$ cat config.mk
export PLATFORM = sky130hd
export DESIGN_NAME = rsf_status_flags
export DESIGN_NICKNAME = d
export VERILOG_FILES = /design/src/logic/rsf_pkg.sv /design/src/logic/rsf_term_mux.sv /design/src/logic/rsf_status_flags.sv
export SDC_FILE = /design/constraint.sdc
export NUM_CORES = 1
export LEC_CHECK = 0
export BUFFER_PORTS_ARGS = -buffer_cell sky130_fd_sc_hd__buf_2
export CORE_ASPECT_RATIO = 1.25
export CORE_MARGIN = 1
export CORE_UTILIZATION = 40
export DETAILED_ROUTE_END_ITERATION = 10
export HOLD_SLACK_MARGIN = 0.05
export SYNTH_ARGS = -nofsm -noshare
export SYNTH_HDL_FRONTEND = slang
export SYNTH_SLANG_ARGS = --single-unit
export TNS_END_PERCENT = 5
$ cat constraint.sdc
create_clock -name pclk -period 2.71 [get_ports pclk]
set_input_delay 0.4065 -clock pclk [delete_from_list [all_inputs] [get_ports pclk]]
set_output_delay 0.4065 -clock pclk [all_outputs]
set_load 0.02 [all_outputs]
$ cat src/logic/rsf_pkg.sv
// Shared constants for the remote input status flag block.
// Assumes a 32-bit APB register bus and 16-bit remote register words.
package rsf_pkg;

  // Register byte offsets
  localparam logic [7:0] ADDR_DRIVE_STAT = 8'h00;
  localparam logic [7:0] ADDR_TERM_VEC   = 8'h04;
  localparam logic [7:0] ADDR_TERM_SEL   = 8'h08;
  localparam logic [7:0] ADDR_MON_VALUE  = 8'h0c;
  localparam logic [7:0] ADDR_JOB_INFO   = 8'h10;
  localparam logic [7:0] ADDR_JOB_DONE   = 8'h14;
  localparam logic [7:0] ADDR_IRQ_STATUS = 8'h18;
  localparam logic [7:0] ADDR_IRQ_MASK   = 8'h1c;
  localparam logic [7:0] ADDR_LINK_IN    = 8'h20;

  // Drive status register fields
  localparam int DS_FWD     = 0;
  localparam int DS_REV     = 1;
  localparam int DS_INIT    = 2;
  localparam int DS_PROTECT = 3;

  // Job completion register fields
  localparam int JD_DONE    = 0;
  localparam int JD_FAIL    = 1;
  localparam int JD_REPLY_LO = 16;

  // Interrupt status bits
  localparam int IRQ_MON_ON   = 0;
  localparam int IRQ_MON_OFF  = 1;
  localparam int IRQ_JOB      = 2;
  localparam int IRQ_FLT_RST  = 3;
  localparam int IRQ_WIDTH    = 4;

  // Remote input bit positions
  localparam int RX_FWD       = 0;
  localparam int RX_REV       = 1;
  localparam int RX_TERM_LO   = 2;
  localparam int RX_MON       = 12;
  localparam int RX_RAM_DONE  = 13;
  localparam int RX_NV_DONE   = 14;
  localparam int RX_EXEC_DONE = 15;
  localparam int RX_RSV_LO    = 16;
  localparam int RX_RSV_HI    = 25;
  localparam int RX_FAULT     = 26;
  localparam int RX_READY     = 27;

  // Widths and reset values
  localparam int TERM_N       = 6;
  localparam int SEL_W        = 5;
  localparam logic [15:0] REPLY_FAIL_DEFAULT = 16'h0001;
  localparam logic [29:0] TERM_SEL_RESET = 30'h0a418820;

  typedef enum logic [1:0] {
    JOB_IDLE = 2'b00,
    JOB_BUSY = 2'b01,
    JOB_DONE = 2'b11
  } rsf_job_state_e;

  typedef enum logic [1:0] {
    KIND_NONE = 2'b00,
    KIND_RAM  = 2'b01,
    KIND_NV   = 2'b10,
    KIND_EXEC = 2'b11
  } rsf_job_kind_e;

  // Selector field i of the terminal select register
  function automatic logic [4:0] sel_field(input logic [29:0] sel,
                                           input int i);
    sel_field = sel[i*SEL_W +: SEL_W];
  endfunction

endpackage

$ cat src/logic/rsf_term_mux.sv
// Terminal function mapper: six remote bits, each a selectable function.
// Assumes the function vector is kept current by drive firmware.
`timescale 1ns/10ps
`default_nettype none
module rsf_term_mux (
  input  wire logic        pclk,
  input  wire logic        presetn,
  input  wire logic [31:0] term_vec,
  input  wire logic [29:0] term_sel,
  output logic [5:0]       term_bits
);

  typedef struct packed {
    logic [5:0] bits;
  } rsf_mux_s;

  rsf_mux_s st_r;
  rsf_mux_s st_nxt;

  // One selector per remote bit, like output terminal parameters
  always_comb begin
    st_nxt = st_r;
    for (int i = 0; i < rsf_pkg::TERM_N; i++) begin
      st_nxt.bits[i] = term_vec[rsf_pkg::sel_field(term_sel, i)];
    end
  end

  // Registered so the remote image changes on clock edges only
  always_ff @(posedge pclk or negedge presetn) begin
    if (!presetn) begin
      st_r <= '0;
    end else begin
      st_r <= st_nxt;
    end
  end

  assign term_bits = st_r.bits;

endmodule // rsf_term_mux
`default_nettype wire

$ cat src/logic/rsf_status_flags.sv
// Remote input status flags and completion handshakes toward the master.
// Assumes master request bits are synchronous to pclk and that drive
// firmware services requests over APB.
// What this block does
// - Forward bit only while running forward.
// - Reverse bit only while running reverse.
// - Bits two to seven follow selected functions.
// - Monitoring flag after monitor value loaded.
// - Monitoring flag drops with monitor request.
// - RAM write done flag until command drops.
// - Nonvolatile write done flag until command drops.
// - Execution done flag after instruction finishes.
// - Fault flag on protective function.
// - Ready flag after initial setup completes.
// - Ready flag drops on protective function.
// - Reserved input bits stay zero.
// - Monitor value refreshed while request holds.
// - Fault reset request resets drive, clears fault.
// - Simultaneous write/execute requests run one only.
// - Failed execution loads nonzero reply code.
//
// Register access over APB and the register offsets were chosen for this implementation.
`timescale 1ns/10ps
`default_nettype none
module rsf_status_flags (
  input  wire logic        pclk,
  input  wire logic        presetn,
  input  wire logic        psel,
  input  wire logic        penable,
  input  wire logic        pwrite,
  input  wire logic [7:0]  paddr,
  input  wire logic [31:0] pwdata,
  output logic [31:0]      prdata,
  output logic             pready,
  output logic             pslverr,
  input  wire logic        monitor_request,
  input  wire logic        freq_ram_write_cmd,
  input  wire logic        freq_nv_write_cmd,
  input  wire logic        instr_exec_request,
  input  wire logic        fault_reset_request,
  input  wire logic [15:0] set_frequency_word,
  input  wire logic [15:0] instr_code_word,
  output logic [31:0]      remote_in_bits,
  output logic [15:0]      first_monitor_word,
  output logic [15:0]      reply_code_word,
  output logic             drive_reset,
  output logic             irq
);

  typedef struct packed {
    logic [3:0]                 drive_stat;
    logic [31:0]                term_vec;
    logic [29:0]                term_sel;
    logic [15:0]                mon_value;
    logic                       mon_loaded;
    logic [15:0]                mon_word;
    rsf_pkg::rsf_job_state_e    job_state;
    rsf_pkg::rsf_job_kind_e     job_kind;
    logic [15:0]                job_word;
    logic [15:0]                reply;
    logic                       fault;
    logic                       init_seen;
    logic                       prot_q;
    logic                       mon_req_q;
    logic                       flt_req_q;
    logic                       drv_rst;
    logic [3:0]                 irq_status;
    logic [3:0]                 irq_mask;
    logic                       irq;
    logic [31:0]                rx;
    logic [31:0]                rdata;
    logic                       ready;
    logic                       slverr;
  } rsf_state_s;

  rsf_state_s  st_r;
  rsf_state_s  st_nxt;
  logic [5:0]  term_bits;

  // Register read value for one address
  function automatic logic [31:0] read_mux(input rsf_state_s s,
                                           input logic [7:0] a,
                                           input logic [4:0] link);
    case (a)
      rsf_pkg::ADDR_DRIVE_STAT: read_mux = {28'h0000000, s.drive_stat};
      rsf_pkg::ADDR_TERM_VEC:   read_mux = s.term_vec;
      rsf_pkg::ADDR_TERM_SEL:   read_mux = {2'h0, s.term_sel};
      rsf_pkg::ADDR_MON_VALUE:  read_mux = {16'h0000, s.mon_value};
      rsf_pkg::ADDR_JOB_INFO:   read_mux = {s.job_word, 12'h000,
                                            s.job_state, s.job_kind};
      rsf_pkg::ADDR_IRQ_STATUS: read_mux = {28'h0000000, s.irq_status};
      rsf_pkg::ADDR_IRQ_MASK:   read_mux = {28'h0000000, s.irq_mask};
      rsf_pkg::ADDR_LINK_IN:    read_mux = {27'h0, link};
      default:                  read_mux = 32'h00000000;
    endcase
  endfunction

  // True for any offset that decodes to a register
  function automatic logic addr_ok(input logic [7:0] a);
    case (a)
      rsf_pkg::ADDR_DRIVE_STAT, rsf_pkg::ADDR_TERM_VEC,
      rsf_pkg::ADDR_TERM_SEL, rsf_pkg::ADDR_MON_VALUE,
      rsf_pkg::ADDR_JOB_INFO, rsf_pkg::ADDR_JOB_DONE,
      rsf_pkg::ADDR_IRQ_STATUS, rsf_pkg::ADDR_IRQ_MASK,
      rsf_pkg::ADDR_LINK_IN:    addr_ok = 1'b1;
      default:                  addr_ok = 1'b0;
    endcase
  endfunction

  // Whether the command behind a job is still raised
  function automatic logic job_cmd(input rsf_pkg::rsf_job_kind_e k,
                                   input logic ram,
                                   input logic nv,
                                   input logic ex);
    case (k)
      rsf_pkg::KIND_RAM:  job_cmd = ram;
      rsf_pkg::KIND_NV:   job_cmd = nv;
      rsf_pkg::KIND_EXEC: job_cmd = ex;
      default:            job_cmd = 1'b0;
    endcase
  endfunction

  rsf_term_mux u_term_mux (
    .pclk      (pclk),
    .presetn   (presetn),
    .term_vec  (st_r.term_vec),
    .term_sel  (st_r.term_sel),
    .term_bits (term_bits)
  );

  always_comb begin
    logic       setup;
    logic       wr;
    logic       cmd_up;
    logic [3:0] ev;
    logic [4:0] link;
    logic [15:0] rc;
    setup  = 1'b0;
    wr     = 1'b0;
    cmd_up = 1'b0;
    ev     = 4'h0;
    link   = {fault_reset_request, instr_exec_request, freq_nv_write_cmd,
              freq_ram_write_cmd, monitor_request};
    rc     = 16'h0000;
    st_nxt = st_r;

    // APB: answer prepared in setup, zero wait states in access
    setup = psel && !penable;
    wr    = psel && penable && st_r.ready && pwrite;
    st_nxt.ready  = setup;
    st_nxt.slverr = setup && !addr_ok(paddr);
    st_nxt.rdata  = (setup && !pwrite) ? read_mux(st_r, paddr, link)
                                       : 32'h00000000;

    // Plain software-writable registers
    if (wr && paddr == rsf_pkg::ADDR_DRIVE_STAT) begin
      st_nxt.drive_stat = pwdata[3:0];
    end
    if (wr && paddr == rsf_pkg::ADDR_TERM_VEC) begin
      st_nxt.term_vec = pwdata;
    end
    if (wr && paddr == rsf_pkg::ADDR_TERM_SEL) begin
      st_nxt.term_sel = pwdata[29:0];
    end
    if (wr && paddr == rsf_pkg::ADDR_IRQ_MASK) begin
      st_nxt.irq_mask = pwdata[3:0];
    end

    // Monitor handshake; output word refreshed every cycle while on
    if (wr && paddr == rsf_pkg::ADDR_MON_VALUE) begin
      st_nxt.mon_value = pwdata[15:0];
    end
    if (!monitor_request) begin
      st_nxt.mon_loaded = 1'b0;
    end else if (wr && paddr == rsf_pkg::ADDR_MON_VALUE) begin
      st_nxt.mon_loaded = 1'b1;
      st_nxt.mon_word   = pwdata[15:0];
    end else if (st_r.mon_loaded) begin
      st_nxt.mon_word   = st_r.mon_value;
    end
    st_nxt.mon_req_q = monitor_request;
    ev[rsf_pkg::IRQ_MON_ON]  = monitor_request && !st_r.mon_req_q;
    ev[rsf_pkg::IRQ_MON_OFF] = !monitor_request && st_r.mon_req_q;

    // One job at a time; fixed priority RAM, nonvolatile, execute
    case (st_r.job_state)
      rsf_pkg::JOB_IDLE: begin
        if (freq_ram_write_cmd) begin
          st_nxt.job_kind = rsf_pkg::KIND_RAM;
          st_nxt.job_word = set_frequency_word;
          cmd_up          = 1'b1;
        end else if (freq_nv_write_cmd) begin
          st_nxt.job_kind = rsf_pkg::KIND_NV;
          st_nxt.job_word = set_frequency_word;
          cmd_up          = 1'b1;
        end else if (instr_exec_request) begin
          st_nxt.job_kind = rsf_pkg::KIND_EXEC;
          st_nxt.job_word = instr_code_word;
          cmd_up          = 1'b1;
        end
        if (cmd_up) begin
          st_nxt.job_state = rsf_pkg::JOB_BUSY;
        end
      end
      rsf_pkg::JOB_BUSY: begin
        if (!job_cmd(st_r.job_kind, freq_ram_write_cmd,
                     freq_nv_write_cmd, instr_exec_request)) begin
          // Withdrawn before firmware finished: drop the job
          st_nxt.job_state = rsf_pkg::JOB_IDLE;
          st_nxt.job_kind  = rsf_pkg::KIND_NONE;
        end else if (wr && paddr == rsf_pkg::ADDR_JOB_DONE &&
                     pwdata[rsf_pkg::JD_DONE]) begin
          rc = pwdata[rsf_pkg::JD_REPLY_LO +: 16];
          if (pwdata[rsf_pkg::JD_FAIL] && rc == 16'h0000) begin
            rc = rsf_pkg::REPLY_FAIL_DEFAULT;
          end
          st_nxt.reply     = rc;
          st_nxt.job_state = rsf_pkg::JOB_DONE;
        end
      end
      rsf_pkg::JOB_DONE: begin
        if (!job_cmd(st_r.job_kind, freq_ram_write_cmd,
                     freq_nv_write_cmd, instr_exec_request)) begin
          st_nxt.job_state = rsf_pkg::JOB_IDLE;
          st_nxt.job_kind  = rsf_pkg::KIND_NONE;
        end
      end
      default: begin
        st_nxt.job_state = rsf_pkg::JOB_IDLE;
        st_nxt.job_kind  = rsf_pkg::KIND_NONE;
      end
    endcase
    ev[rsf_pkg::IRQ_JOB] = cmd_up;

    // Fault latch: protective trip sets, master reset request clears
    st_nxt.prot_q    = st_r.drive_stat[rsf_pkg::DS_PROTECT];
    st_nxt.flt_req_q = fault_reset_request;
    st_nxt.drv_rst   = 1'b0;
    if (fault_reset_request && !st_r.flt_req_q && st_r.fault) begin
      st_nxt.fault   = 1'b0;
      st_nxt.drv_rst = 1'b1;
      st_nxt.drive_stat[rsf_pkg::DS_PROTECT] = 1'b0;
      ev[rsf_pkg::IRQ_FLT_RST] = 1'b1;
    end
    // A new trip in the same cycle wins over the reset
    if (st_r.drive_stat[rsf_pkg::DS_PROTECT] && !st_r.prot_q) begin
      st_nxt.fault = 1'b1;
    end
    if (st_r.drive_stat[rsf_pkg::DS_INIT]) begin
      st_nxt.init_seen = 1'b1;
    end

    // Sticky status, write one to clear, new events win
    if (wr && paddr == rsf_pkg::ADDR_IRQ_STATUS) begin
      st_nxt.irq_status = st_r.irq_status & ~pwdata[3:0];
    end
    st_nxt.irq_status = st_nxt.irq_status | ev;
    st_nxt.irq        = |(st_r.irq_status & st_r.irq_mask);

    // Remote input image toward the master
    st_nxt.rx = 32'h00000000;
    st_nxt.rx[rsf_pkg::RX_FWD] = st_r.drive_stat[rsf_pkg::DS_FWD] &&
                                 !st_r.drive_stat[rsf_pkg::DS_REV];
    st_nxt.rx[rsf_pkg::RX_REV] = st_r.drive_stat[rsf_pkg::DS_REV] &&
                                 !st_r.drive_stat[rsf_pkg::DS_FWD];
    st_nxt.rx[rsf_pkg::RX_TERM_LO +: rsf_pkg::TERM_N] = term_bits;
    st_nxt.rx[rsf_pkg::RX_MON] = monitor_request &&
                                 st_r.mon_loaded;
    st_nxt.rx[rsf_pkg::RX_RAM_DONE] =
      st_r.job_state == rsf_pkg::JOB_DONE &&
      st_r.job_kind == rsf_pkg::KIND_RAM && freq_ram_write_cmd;
    st_nxt.rx[rsf_pkg::RX_NV_DONE] =
      st_r.job_state == rsf_pkg::JOB_DONE &&
      st_r.job_kind == rsf_pkg::KIND_NV && freq_nv_write_cmd;
    st_nxt.rx[rsf_pkg::RX_EXEC_DONE] =
      st_r.job_state == rsf_pkg::JOB_DONE &&
      st_r.job_kind == rsf_pkg::KIND_EXEC &&
      instr_exec_request;
    st_nxt.rx[rsf_pkg::RX_FAULT] = st_r.fault;
    // Master interlocks on this bit, so it drops on any trip
    st_nxt.rx[rsf_pkg::RX_READY] = st_r.init_seen &&
                                   !st_r.fault;
  end

  // Single state register for the block; the terminal mapper keeps its own
  always_ff @(posedge pclk or negedge presetn) begin
    if (!presetn) begin
      st_r          <= '0;
      st_r.term_sel <= rsf_pkg::TERM_SEL_RESET;
    end else begin
      st_r <= st_nxt;
    end
  end

  // Every output straight from a flip-flop
  assign prdata             = st_r.rdata;
  assign pready             = st_r.ready;
  assign pslverr            = st_r.slverr;
  assign remote_in_bits     = st_r.rx;
  assign first_monitor_word = st_r.mon_word;
  assign reply_code_word    = st_r.reply;
  assign drive_reset        = st_r.drv_rst;
  assign irq                = st_r.irq;

endmodule // rsf_status_flags
`default_nettype wire

==> results.sh, run 1 <==
export IMPL_worst_setup_path_type="register to register"
export IMPL_port_buffers=163
export IMPL_flop_pwr_share_pct=46.3
export IMPL_wl_mm=28.66
export IMPL_placementRows=67
export IMPL_drv_max_cap_violation_count=0
export IMPL_cp_buffers_inverters=0
export IMPL_drt_initial_drc_count=406
export IMPL_worst_r2r_endpoint="u_term_mux.term_bits[0]$_DFF_PN0_"
export IMPL_cell_internal_pwr_mw=5.525
export IMPL_number_of_antenna_violations_at_the_first_check_in_global_routing=1
export IMPL_fin_nets=1159
export IMPL_synth_warnings=0
export IMPL_power_clock_fraction_pct=43.6
export IMPL_worst_ep_required_time_ns=3.07
export IMPL_finalMaxSlewViolations=0
export IMPL_grt_pass1_wl_mm=45.56
export IMPL_synth_top_area_share_pct=44.30
export IMPL_fin_ws_ns=0.6781
export IMPL_synth_area_um2=11130
export IMPL_run_status="finished, final reports clean"
export IMPL_sw_frac_of_total_pct=24.82
export IMPL_area_growth_synth_to_final_pct=12.18
export IMPL_drt_first_pass_iters=5
export IMPL_most_common_cell_after_layout_fill_and_taps_aside="sky130_fd_sc_hd__dfrtp_1"
export IMPL_final_setup_tns_ns=0
export IMPL_design_portCount=182
export IMPL_critical_path_max_stage_delay_ns=0.92
export IMPL_antenna_left=0
export IMPL_post_synth_cell_area_avg_um2=11.02
export IMPL_report_power_total_mw=7.349
export IMPL_synth_edff_count=0
export IMPL_timing_reg2reg_setup_slack_ns=0.68
export IMPL_vias_per_cell=5.591
export IMPL_yosysUniqueCellTypes=61
export IMPL_timing_fmax_ghz=0.4922
export IMPL_post_synth_main_area_contributors="sky130_fd_sc_hd__dfrtp_1 44%, sky130_fd_sc_hd__mux2i_1 9.9%, sky130_fd_sc_hd__buf_4 6.7%, sky130_fd_sc_hd__mux2_1 6.6%, sky130_fd_sc_hd__mux2_2 3.6%"
export IMPL_p_sw_mw=1.824
export IMPL_synthesis_stage_register_bit_count=204
export IMPL_crit_family="flip-flops"
export IMPL_reg2reg_from="st_r[150]$_DFFE_PN0P_"
export IMPL_global_route_overflow_total=0
export IMPL_dieArea_um2=28490
export IMPL_gp_congestion=0.8568
export IMPL_max_slew_margin_rel_pct=41.57
export IMPL_tightestPinTransition_ns=0.8765
export IMPL_final_core_util_pct=46.10
export IMPL_clock_latency_ns=0.51
export IMPL_drive_above_1_share_pct=27.26
export IMPL_finalSetupViolations=0
export IMPL_timing_hold_worst_class="input pin to register"
export IMPL_vias=8045
export IMPL_mostFrequentLayoutCells="197 x sky130_fd_sc_hd__dfrtp_1, 162 x sky130_fd_sc_hd__buf_2, 110 x sky130_fd_sc_hd__mux2i_1"
export IMPL_ir_drop_uv=471.0
export IMPL_post_place_ws_ns=0.5332
export IMPL_timing_final_hold_violations=0
export IMPL_gr_usage_all_layers_pct=20.68
export IMPL_filler_cell_count=2582
export IMPL_remaining_drc_errors=0
export IMPL_worstSetupStartpoint="st_r[150]$_DFFE_PN0P_"
export IMPL_cellLeakagePower_nw=5.698
export IMPL_finClkSkew_ns=0.01137
export IMPL_cts_reportedPaths_clkPinSlew_ns=0.06
export IMPL_crit_end="u_term_mux.term_bits[0]$_DFF_PN0_"
export IMPL_grt_pass1_vias=8047
export IMPL_timing_critical_path_cells="nor2b_1 > a2111oi_0 > o21ai_0 > or3_1"
export IMPL_timing_critical_path_arrival_ns=2.40
export IMPL_cts_buffers=23
export IMPL_main_synth_ff_type="sky130_fd_sc_hd__dfrtp_1"
export IMPL_cts_htree_levels=1
export IMPL_timing_critical_path_from_type="register"
export IMPL_die_height_um=188.5
export IMPL_clock_tree_buffer_depth=3
export IMPL_finalWorstPathRequiredPeriod_ns=2.032
export IMPL_clock_sink_count=204
export IMPL_post_route_period_util_pct=74.98
export IMPL_yosys_area_top_type="sky130_fd_sc_hd__dfrtp_1"
export IMPL_path_depth=4
export IMPL_tritoncts="done"
export IMPL_grt_max_degree=76
export IMPL_post_dp_hpwl_mm=20.31
export IMPL_post_cts_repair_setup_buffers=0
export IMPL_async_flop_share_pct=100.0
export IMPL_cp_slowest_cell="sky130_fd_sc_hd__dfrtp_1"
export IMPL_cts_root_buffer="sky130_fd_sc_hd__clkbuf_16"
export IMPL_comb_power_share_pct=10.1
export IMPL_routedWlPerCell_um=19.91
export IMPL_worst_r2r_path_depth=4
export IMPL_post_synth_inst_count=1010
export IMPL_initial_util_pct=41.09
export IMPL_die_width_um=151.2
export IMPL_grt_setup_unrepaired="false"
export IMPL_worstSetupEndpointType="register"
export IMPL_yosysSeqAreaShare_pct=45.96
export IMPL_worstPathMaxFanout=19
export IMPL_powerDensity_nw_per_um2=588.8
export IMPL_core_area_um2=27080
area by class of cell:
cell class	count	area, um2	area share, %
clock buffers	36	714.4	5.724
diodes	1	2.502	0.02005
clock inverters	5	82.58	0.6616
inverters	9	33.78	0.2706
multi-input cells	646	4999	40.05
well taps	345	431.7	3.458
flip-flops and latches	204	5114	40.97
repair buffers	193	1105	8.851
per-stage QoR:
step / hold slack [ns] / cell area [um2] / instances
final: 0.1636 / 12480 / 1439
after CTS: 0.1481 / 12480 / 1438
after floorplan: 0.1109 / 11190 / 1027
after global routing: 0.1639 / 12480 / 1439
after global placement: 0.3343 / 11660 / 1395
after detailed placement: 0.3356 / 11660 / 1395
how the worst min path moves through the flow:
stage,slack (ns),from,cells past startpoint,to
6_report,0.16,psel,3,pready$_DFF_PN0_
5_1_grt,0.16,pwdata[31],2,st_r[211]$_DFFE_PN0P_
4_1_cts,0.15,pwdata[8],2,st_r[142]$_DFFE_PN0P_
3_5_place_dp,0.34,u_term_mux.term_bits[3]$_DFF_PN0_,0,remote_in_bits[5]$_DFF_PN0_
3_3_place_gp,0.33,u_term_mux.term_bits[2]$_DFF_PN0_,0,remote_in_bits[4]$_DFF_PN0_
2_1_floorplan,0.11,presetn,0,drive_reset$_DFF_PN0_
power by group through the flow:
stage | combinational (mW) | sequential (mW) | clock (mW)
2_1_floorplan | 0.534 | 3.38 | 0
3_3_place_gp | 0.734 | 3.46 | 0
3_5_place_dp | 0.750 | 3.46 | 0
4_1_cts | 0.754 | 3.41 | 3.27
5_1_grt | 0.838 | 3.43 | 3.40
6_report | 0.742 | 3.40 | 3.20
cell usage after synthesis (24+ instances only):
library cell,instances
sky130_fd_sc_hd__dfrtp_1,197
sky130_fd_sc_hd__mux2i_1,110
sky130_fd_sc_hd__buf_4,100
sky130_fd_sc_hd__mux2_1,65
sky130_fd_sc_hd__nor2_1,63
sky130_fd_sc_hd__nand2_1,56
sky130_fd_sc_hd__a22oi_1,47
sky130_fd_sc_hd__clkbuf_1,37
sky130_fd_sc_hd__mux2_2,36
sky130_fd_sc_hd__nor2b_1,31
sky130_fd_sc_hd__o21ai_0,25
sky130_fd_sc_hd__a21oi_1,24
worst reg2reg max path, cell delays in order, from the launching register on:
cell	delay (ns)
sky130_fd_sc_hd__dfrtp_1	0.92
sky130_fd_sc_hd__nor2b_1	0.10
sky130_fd_sc_hd__a2111oi_0	0.37
sky130_fd_sc_hd__o21ai_0	0.14
sky130_fd_sc_hd__or3_1	0.36
kinds of logic after synthesis:
kind of cell | after synthesis | share of synthesized area (%)
other cells | 1 | 0.03370
flops | 204 | 45.96
simple gates | 221 | 10.46
fa+ha+maj | 1 | 0.08996
compound gates | 191 | 12.65
mux | 215 | 20.93
buf+inv | 177 | 9.884
timing repair:
item                      CTS  global route
gates resized for setup     0             0
hold endpoints to repair   67             0
hold buffers                2             0
layer usage:
| layer | part of all wire [%] | GRT usage, % |
|---|---|---|
| met3 | 5.0 | 2.688 |
| met4 | 3.3 | 8.115 |
| met2 | 48 | 34.24 |
| met5 | 0 | 0 |
| met1 | 43 | 27.21 |
registers in the layout (all words and copies together) (netlist names), 2 cells and up:
| name | flops |
|---|---|
| st_r | 114 |
| prdata | 32 |
| first_monitor_word | 16 |
| reply_code_word | 16 |
| remote_in_bits | 14 |
| u_term_mux.term_bits | 6 |
| st_nxt | 2 |
No activity file was read; power rests on OpenSTA's default activity.
==> run 2, diff against run 1 <==
--- a/config.mk
+++ b/config.mk
@@ -5,6 +5,7 @@
 export SDC_FILE = /design/constraint.sdc
 export NUM_CORES = 1
 export LEC_CHECK = 0
+export ABC_AREA = 1
 export BUFFER_PORTS_ARGS = -buffer_cell sky130_fd_sc_hd__buf_2
 export CORE_ASPECT_RATIO = 1.25
 export CORE_MARGIN = 1
==> constraint.sdc (replaced) <==
create_clock -name pclk -period 2 [get_ports pclk]
set_input_delay 0.3 -clock pclk [delete_from_list [all_inputs] [get_ports pclk]]
set_output_delay 0.3 -clock pclk [all_outputs]
set_load 0.02 [all_outputs]
==> results.sh, run 2 <==
export IMPL_ir_drop_uv=491.6
export IMPL_synth_area_um2=11280
export IMPL_timing_reg2reg_setup_slack_ns=0.31
export IMPL_finalMaxSlewViolations=0
export IMPL_finClkSkew_ns=0.01275
export IMPL_global_route_overflow_total=0
export IMPL_placementRows=68
export IMPL_powerDensity_nw_per_um2=736.6
export IMPL_worst_r2r_path_depth=9
export IMPL_fin_nets=1714
export IMPL_grt_pass1_wl_mm=52.27
export IMPL_worstSetupStartpoint="st_r[155]$_DFFE_PN1P_"
export IMPL_clock_sink_count=204
export IMPL_yosys_area_top_type="sky130_fd_sc_hd__dfrtp_1"
export IMPL_main_synth_ff_type="sky130_fd_sc_hd__dfrtp_1"
export IMPL_worst_setup_path_type="register to register"
export IMPL_finalWorstPathRequiredPeriod_ns=1.688
export IMPL_worstSetupEndpointType="register"
export IMPL_registers_top_by_ff_count="st_r"
export IMPL_post_synth_inst_count=1562
export IMPL_synth_top_cells_by_count="584 x sky130_fd_sc_hd__nand2_1, 197 x sky130_fd_sc_hd__dfrtp_1, 180 x sky130_fd_sc_hd__nand3_1"
export IMPL_timing_hold_worst_class="input pin to register"
export IMPL_crit_end="u_term_mux.term_bits[1]$_DFF_PN0_"
export IMPL_wl_mm=32.66
export IMPL_antenna_left=0
export IMPL_min_path_cells=3
export IMPL_yosysSeqAreaShare_pct=45.33
export IMPL_clock_latency_ns=0.51
export IMPL_reg2reg_from="st_r[155]$_DFFE_PN1P_"
export IMPL_worst_hold_slack_ns=0.05670
export IMPL_cts_reportedPaths_clkPinSlew_ns=0.06
export IMPL_core_area_um2=27650
export IMPL_max_slew_margin_rel_pct=64.45
export IMPL_number_of_antenna_violations_at_the_first_check_in_global_routing=0
export IMPL_grt_setup_unrepaired="false"
export IMPL_mostFrequentLayoutCells="584 x sky130_fd_sc_hd__nand2_1, 197 x sky130_fd_sc_hd__dfrtp_1, 180 x sky130_fd_sc_hd__nand3_1"
export IMPL_synth_edff_count=0
export IMPL_area_growth_synth_to_final_pct=12.23
export IMPL_synthesis_stage_register_bit_count=204
export IMPL_tritoncts="done"
export IMPL_die_width_um=152.2
export IMPL_post_dp_hpwl_mm=23.11
export IMPL_timing_critical_path_arrival_ns=2.07
export IMPL_drt_first_pass_iters=10
export IMPL_cts_root_buffer="sky130_fd_sc_hd__clkbuf_16"
export IMPL_vias=10027
export IMPL_initial_util_pct=40.80
export IMPL_post_synth_top_count_cell="sky130_fd_sc_hd__nand2_1"
export IMPL_largest_register_ffs=114
export IMPL_vias_per_cell=5.019
export IMPL_timing_final_hold_violations=0
export IMPL_post_synth_cell_area_avg_um2=7.222
export IMPL_design_portCount=182
export IMPL_port_buffers=163
export IMPL_die_height_um=189.8
export IMPL_grt_max_degree=65
export IMPL_gp_congestion=0.9218
export IMPL_yosysUniqueCellTypes=35
export IMPL_async_flop_share_pct=100.0
export IMPL_report_power_total_mw=9.326
export IMPL_grt_pass1_vias=9596
export IMPL_timing_critical_path_from_type="register"
export IMPL_drt_initial_drc_count=909
export IMPL_gr_usage_all_layers_pct=22.84
export IMPL_drv_max_cap_violation_count=0
export IMPL_drive_above_1_share_pct=15.53
export IMPL_worstPathMaxFanout=17
export IMPL_synth_warnings=0
export IMPL_dieArea_um2=28880
export IMPL_most_common_cell_after_layout_fill_and_taps_aside="sky130_fd_sc_hd__nand2_1"
export IMPL_finalSetupViolations=0
export IMPL_cts_buffers=22
export IMPL_routedWlPerCell_um=16.34
export IMPL_clock_tree_buffer_depth=3
export IMPL_synth_top_area_share_pct=43.70
export IMPL_remaining_drc_errors=10
export IMPL_cts_htree_levels=1
export IMPL_final_setup_tns_ns=0
export IMPL_run_status="finished, violations left"
export IMPL_tightestPinTransition_ns=0.5332
export IMPL_worst_r2r_endpoint="u_term_mux.term_bits[1]$_DFF_PN0_"
export IMPL_worst_ep_required_time_ns=2.38
export IMPL_post_route_period_util_pct=84.39
export IMPL_antennaDiodeCount=0
export IMPL_post_synth_main_area_contributors="sky130_fd_sc_hd__dfrtp_1 44%, sky130_fd_sc_hd__nand2_1 19%, sky130_fd_sc_hd__nand3_1 8.0%, sky130_fd_sc_hd__buf_4 6.8%, sky130_fd_sc_hd__o21ai_0 5.2%"
export IMPL_timing_fmax_ghz=0.5925
export IMPL_cellLeakagePower_nw=6.380
export IMPL_violations="DRC"
==> run 2: changes by cell type after synthesis, moves of 31 or more <==
cell,before,now
sky130_fd_sc_hd__o21ai_0,25,117
sky130_fd_sc_hd__mux2i_1,110,0
sky130_fd_sc_hd__buf_2,18,61
sky130_fd_sc_hd__a22oi_1,47,0
sky130_fd_sc_hd__inv_1,9,113
sky130_fd_sc_hd__nand3_1,10,180
sky130_fd_sc_hd__mux2_2,36,0
sky130_fd_sc_hd__mux2_1,65,0
sky130_fd_sc_hd__nor2b_1,31,0
sky130_fd_sc_hd__nand2_1,56,584
==> run 2: final cells by class <==
cell class	count	area (um2)
fill	2791	14990
sequential	204	5114
multi-input combinational	1063	4589
timing repair buffer	221	1385
clock buffer	38	671.9
inverter	120	450.4
tap	350	437.9
clock inverter	2	12.51
==> run 2: how the worst min path moves through the flow <==
stage,startpoint,endpoint
after floorplan,presetn,drive_reset$_DFF_PN0_
after detailed placement,presetn,drive_reset$_DFF_PN0_
after global placement,presetn,drive_reset$_DFF_PN0_
after global routing,instr_code_word[12],st_r[109]$_DFFE_PN0P_
final,instr_code_word[4],st_r[101]$_DFFE_PN0P_
after CTS,set_frequency_word[5],st_r[102]$_DFFE_PN0P_
==> run 2: worst max-delay path: stages, from the launching register on <==
cell and delay, ns:
sky130_fd_sc_hd__dfstp_2 0.53, sky130_fd_sc_hd__clkinv_1 0.36, sky130_fd_sc_hd__nand2_1 0.17, sky130_fd_sc_hd__nand3_1 0.08, sky130_fd_sc_hd__nand3_1 0.09, sky130_fd_sc_hd__nand2_1 0.09
sky130_fd_sc_hd__nand2_1 0.06, sky130_fd_sc_hd__nand2_1 0.05, sky130_fd_sc_hd__nand2_1 0.05, sky130_fd_sc_hd__nand2_1 0.09
==> run 2: per-layer routing <==
| metal | track usage (%) | up-vias | wire length, um | share of wire (%) |
|---|---|---|---|---|
| li1 | - | 4941 | - | - |
| met1 | 29.17 | 4683 | 13440 | 41 |
| met2 | 40.57 | 339 | 16170 | 50 |
| met3 | 2.733 | 64 | 2156 | 6.6 |
| met4 | 6.593 | 0 | 888 | 2.7 |
| met5 | 0 | - | 0 | 0 |
==> run 2: what timing repair did <==
item	in CTS	in global routing
setup endpoints to repair	0	0
gates resized for setup	0	0
hold buffers	20	0
buffers inserted	0	0
endpoints found under the hold margin	59	0
==> run 2: power by group <==
part | switching, mW | internal [mW]
registers | 0.171 | 4.36
logic | 0.571 | 0.321
clock network | 1.63 | 2.27
total | 2.37 | 6.95
==> run 2: cells by family after synthesis <==
logic type             Yosys count  share of synthesized area (%)
AO/OA/AOI/OAI                  161                          7.609
buffers and inverters          312                          14.55
other                            1                        0.03324
flip-flops                     204                          45.33
AND/OR/NAND/NOR                884                          32.48
==> run 2: metrics by stage <==
stage,cells,util (%),cell area [um2],worst slack [ns]
after floorplan,1579,-,11340,0.4383
after global placement,1938,42.59,11780,0.1573
after detailed placement,1938,42.59,11780,0.08275
after CTS,1998,45.79,12660,0.3506
after global routing,1998,45.79,12660,0.1653
final,1998,45.79,12660,0.3122
==> run 3, diff against run 2 <==
--- a/config.mk
+++ b/config.mk
@@ -5,7 +5,7 @@
 export SDC_FILE = /design/constraint.sdc
 export NUM_CORES = 1
 export LEC_CHECK = 0
-export ABC_AREA = 1
+export ABC_AREA = 0
 export BUFFER_PORTS_ARGS = -buffer_cell sky130_fd_sc_hd__buf_2
 export CORE_ASPECT_RATIO = 1.25
 export CORE_MARGIN = 1
==> constraint.sdc (replaced) <==
create_clock -name pclk -period 1.4 [get_ports pclk]
set_input_delay 0.21 -clock pclk [delete_from_list [all_inputs] [get_ports pclk]]
set_output_delay 0.21 -clock pclk [all_outputs]
set_load 0.02 [all_outputs]
==> results.sh, run 3 (synthesis results as in run 1) <==
export IMPL_die_width_um=151.2
export IMPL_violations="setup timing"
export IMPL_worst_setup_path_type="register to register"
export IMPL_powerDensity_nw_per_um2=1043
export IMPL_drt_first_pass_iters=5
export IMPL_timing_critical_path_from_type="register"
export IMPL_timing_final_hold_violations=0
export IMPL_finalMaxSlewViolations=0
export IMPL_grt_max_degree=50
export IMPL_grt_pass1_vias=8875
export IMPL_cellLeakagePower_nw=6.760
export IMPL_antenna_left=0
export IMPL_timing_hold_worst_class="input pin to register"
export IMPL_routedWlPerCell_um=19.31
export IMPL_drt_initial_drc_count=421
export IMPL_timing_fmax_ghz=0.5684
export IMPL_wl_mm=31.45
export IMPL_worstPathMaxFanout=8
export IMPL_ir_drop_uv=816.5
export IMPL_uppermost_signal_routing_layer_after_detailed_routing="met4"
export IMPL_tightestPinTransition_ns=0.6195
export IMPL_met3_wirelength_mm=1.242
export IMPL_tritoncts="done"
export IMPL_area_growth_synth_to_final_pct=31.25
export IMPL_worstSetupEndpointType="register"
export IMPL_critical_path_max_stage_delay_ns=0.41
export IMPL_report_power_total_mw=15.24
export IMPL_most_common_cell_after_layout_fill_and_taps_aside="sky130_fd_sc_hd__dfrtp_1"
export IMPL_reg2reg_from="st_r[114]$_DFFE_PN0P_"
export IMPL_clock_tree_buffer_depth=3
export IMPL_final_cell_area_um2=14600
export IMPL_cts_reportedPaths_clkPinSlew_ns=0.06
export IMPL_grt_pass1_wl_mm=49.87
export IMPL_vias=8700
export IMPL_finClkSkew_ns=0.01538
export IMPL_antennaDiodeCount=0
export IMPL_drive_above_1_share_pct=36.99
export IMPL_clock_latency_ns=0.51
export IMPL_clock_sink_count=204
export IMPL_die_height_um=188.5
export IMPL_run_status="finished, violations left"
export IMPL_port_buffers=163
export IMPL_mostFrequentLayoutCells="193 x sky130_fd_sc_hd__dfrtp_1, 162 x sky130_fd_sc_hd__buf_2, 133 x sky130_fd_sc_hd__buf_4"
export IMPL_dieArea_um2=28490
export IMPL_cts_root_buffer="sky130_fd_sc_hd__clkbuf_16"
export IMPL_detailed_place_area_um2=12880
export IMPL_number_of_antenna_violations_at_the_first_check_in_global_routing=0
export IMPL_initial_util_pct=41.09
export IMPL_global_route_overflow_total=0
export IMPL_cp_slowest_cell="sky130_fd_sc_hd__dfrtp_1"
export IMPL_cpMostUsedCell="sky130_fd_sc_hd__buf_12"
export IMPL_drv_max_cap_violation_count=0
export IMPL_post_route_period_util_pct=125.7
export IMPL_detailroute_wirelength_met2_mm=15.96
export IMPL_worstSetupStartpoint="st_r[114]$_DFFE_PN0P_"
export IMPL_fin_ws_ns=-0.3593
export IMPL_placementRows=67
export IMPL_remaining_drc_errors=0
export IMPL_cts_buffers=23
export IMPL_gp_congestion=0.8742
export IMPL_hp_start="freq_nv_write_cmd"
export IMPL_timing_critical_path_arrival_ns=2.14
export IMPL_grt_setup_unrepaired="true"
export IMPL_timing_critical_path_cells="mux2i_1 > o21ai_1 > nand2_2 > nor3_4 > buf_12 > buf_12 > mux2_4"
export IMPL_vias_per_cell=5.341
export IMPL_cts_htree_levels=1
export IMPL_gr_usage_all_layers_pct=22.66
export IMPL_finalSetupViolations=130
export IMPL_drt_met1_wl_mm=13.39
export IMPL_finalWorstPathRequiredPeriod_ns=1.759
export IMPL_fin_nets=1350
export IMPL_registers_top_by_ff_count="st_r"
export IMPL_design_portCount=182
export IMPL_worst_ep_required_time_ns=1.78
export IMPL_max_slew_margin_rel_pct=58.51
export IMPL_largest_register_ffs=114
export IMPL_post_dp_hpwl_mm=21.91
export IMPL_final_core_util_pct=53.93
export IMPL_core_area_um2=27080
## run 3: changes by cell type in the layout (fill, tap and decap cells not counted), sizes merged, moves of 101 or more
cell / before / now
mux2: 0 / 101
nand2: 590 / 57
nand3: 180 / 10
inv: 116 / 9
mux2i: 0 / 110
buf: 200 / 322
## run 3: worst paths after layout
check | slack, ns | to | depth (start not counted)
worst max-delay path | -0.36 | reply_code_word[9]$_DFFE_PN0P_ | 7
worst min-delay path | 0.07 | remote_in_bits[14]$_DFF_PN0_ | 4
worst max register to register | -0.36 | reply_code_word[9]$_DFFE_PN0P_ | 7
worst min register to register | 0.35 | remote_in_bits[3]$_DFF_PN0_ | 0
max in group asynchronous | 0.53 | st_r[161]$_DFFE_PN1P_ | 3
min in group asynchronous | 0.23 | prdata[22]$_DFF_PN0_ | 2
## run 3: worst max-delay path: cells and delay by family (launching register included)
kind / cells / cell delay (ns)
AOI/OAI and AO/OA: 1 / 0.17
DFF: 1 / 0.41
buffers and inverters: 2 / 0.29
muxes: 2 / 0.44
and+or+nand+nor: 2 / 0.31
## run 3: area by class of cell
cell class	instances	area, um2
Clock buffer	31	645.6
Clock inverter	10	200.2
Fill cell	2422	12470
Inverter	9	33.78
Multi-Input combinational cell	646	5206
Sequential cell	204	5122
Tap cell	345	431.7
Timing Repair Buffer	384	2964
## run 3: routing by layer
metal  global-route usage [%]  up-vias
met5                        0        -
met4                    6.731        0
met3                    2.252       57
met2                    39.48      251
met1                    29.42     4320
li1                         -     4072
## run 3: through the flow
| stage | setup TNS, ns | setup slack [ns] | hold slack (ns) | cells |
|---|---|---|---|---|
| 2_1_floorplan | -44.74 | -0.4484 | -0.08559 | 1027 |
| 3_3_place_gp | -54.87 | -0.4759 | 0.2087 | 1522 |
| 3_5_place_dp | -57.82 | -0.4899 | 0.2076 | 1522 |
| 4_1_cts | -28.70 | -0.3386 | 0.05051 | 1629 |
| 5_1_grt | -37.54 | -0.4314 | 0.07496 | 1629 |
| 6_report | -29.16 | -0.3593 | 0.06502 | 1629 |
## run 3: report_power, final
| part | total [mW] | internal (mW) | switching (mW) |
|---|---|---|---|
| logic | 1.99 | 0.940 | 1.05 |
| registers | 6.54 | 6.27 | 0.270 |
| clock network | 6.71 | 4.32 | 2.39 |
| total | 15.2 | 11.5 | 3.71 |
## run 3: what timing repair did
item / CTS / global route
hold buffers: 61 / 0
pin swaps: 12 / 1
cloned: 1 / 0
gates resized for setup: 37 / 16
buffers inserted: 4 / 0
endpoints found under the hold margin: 175 / 0
endpoints found under the setup margin: 126 / 156
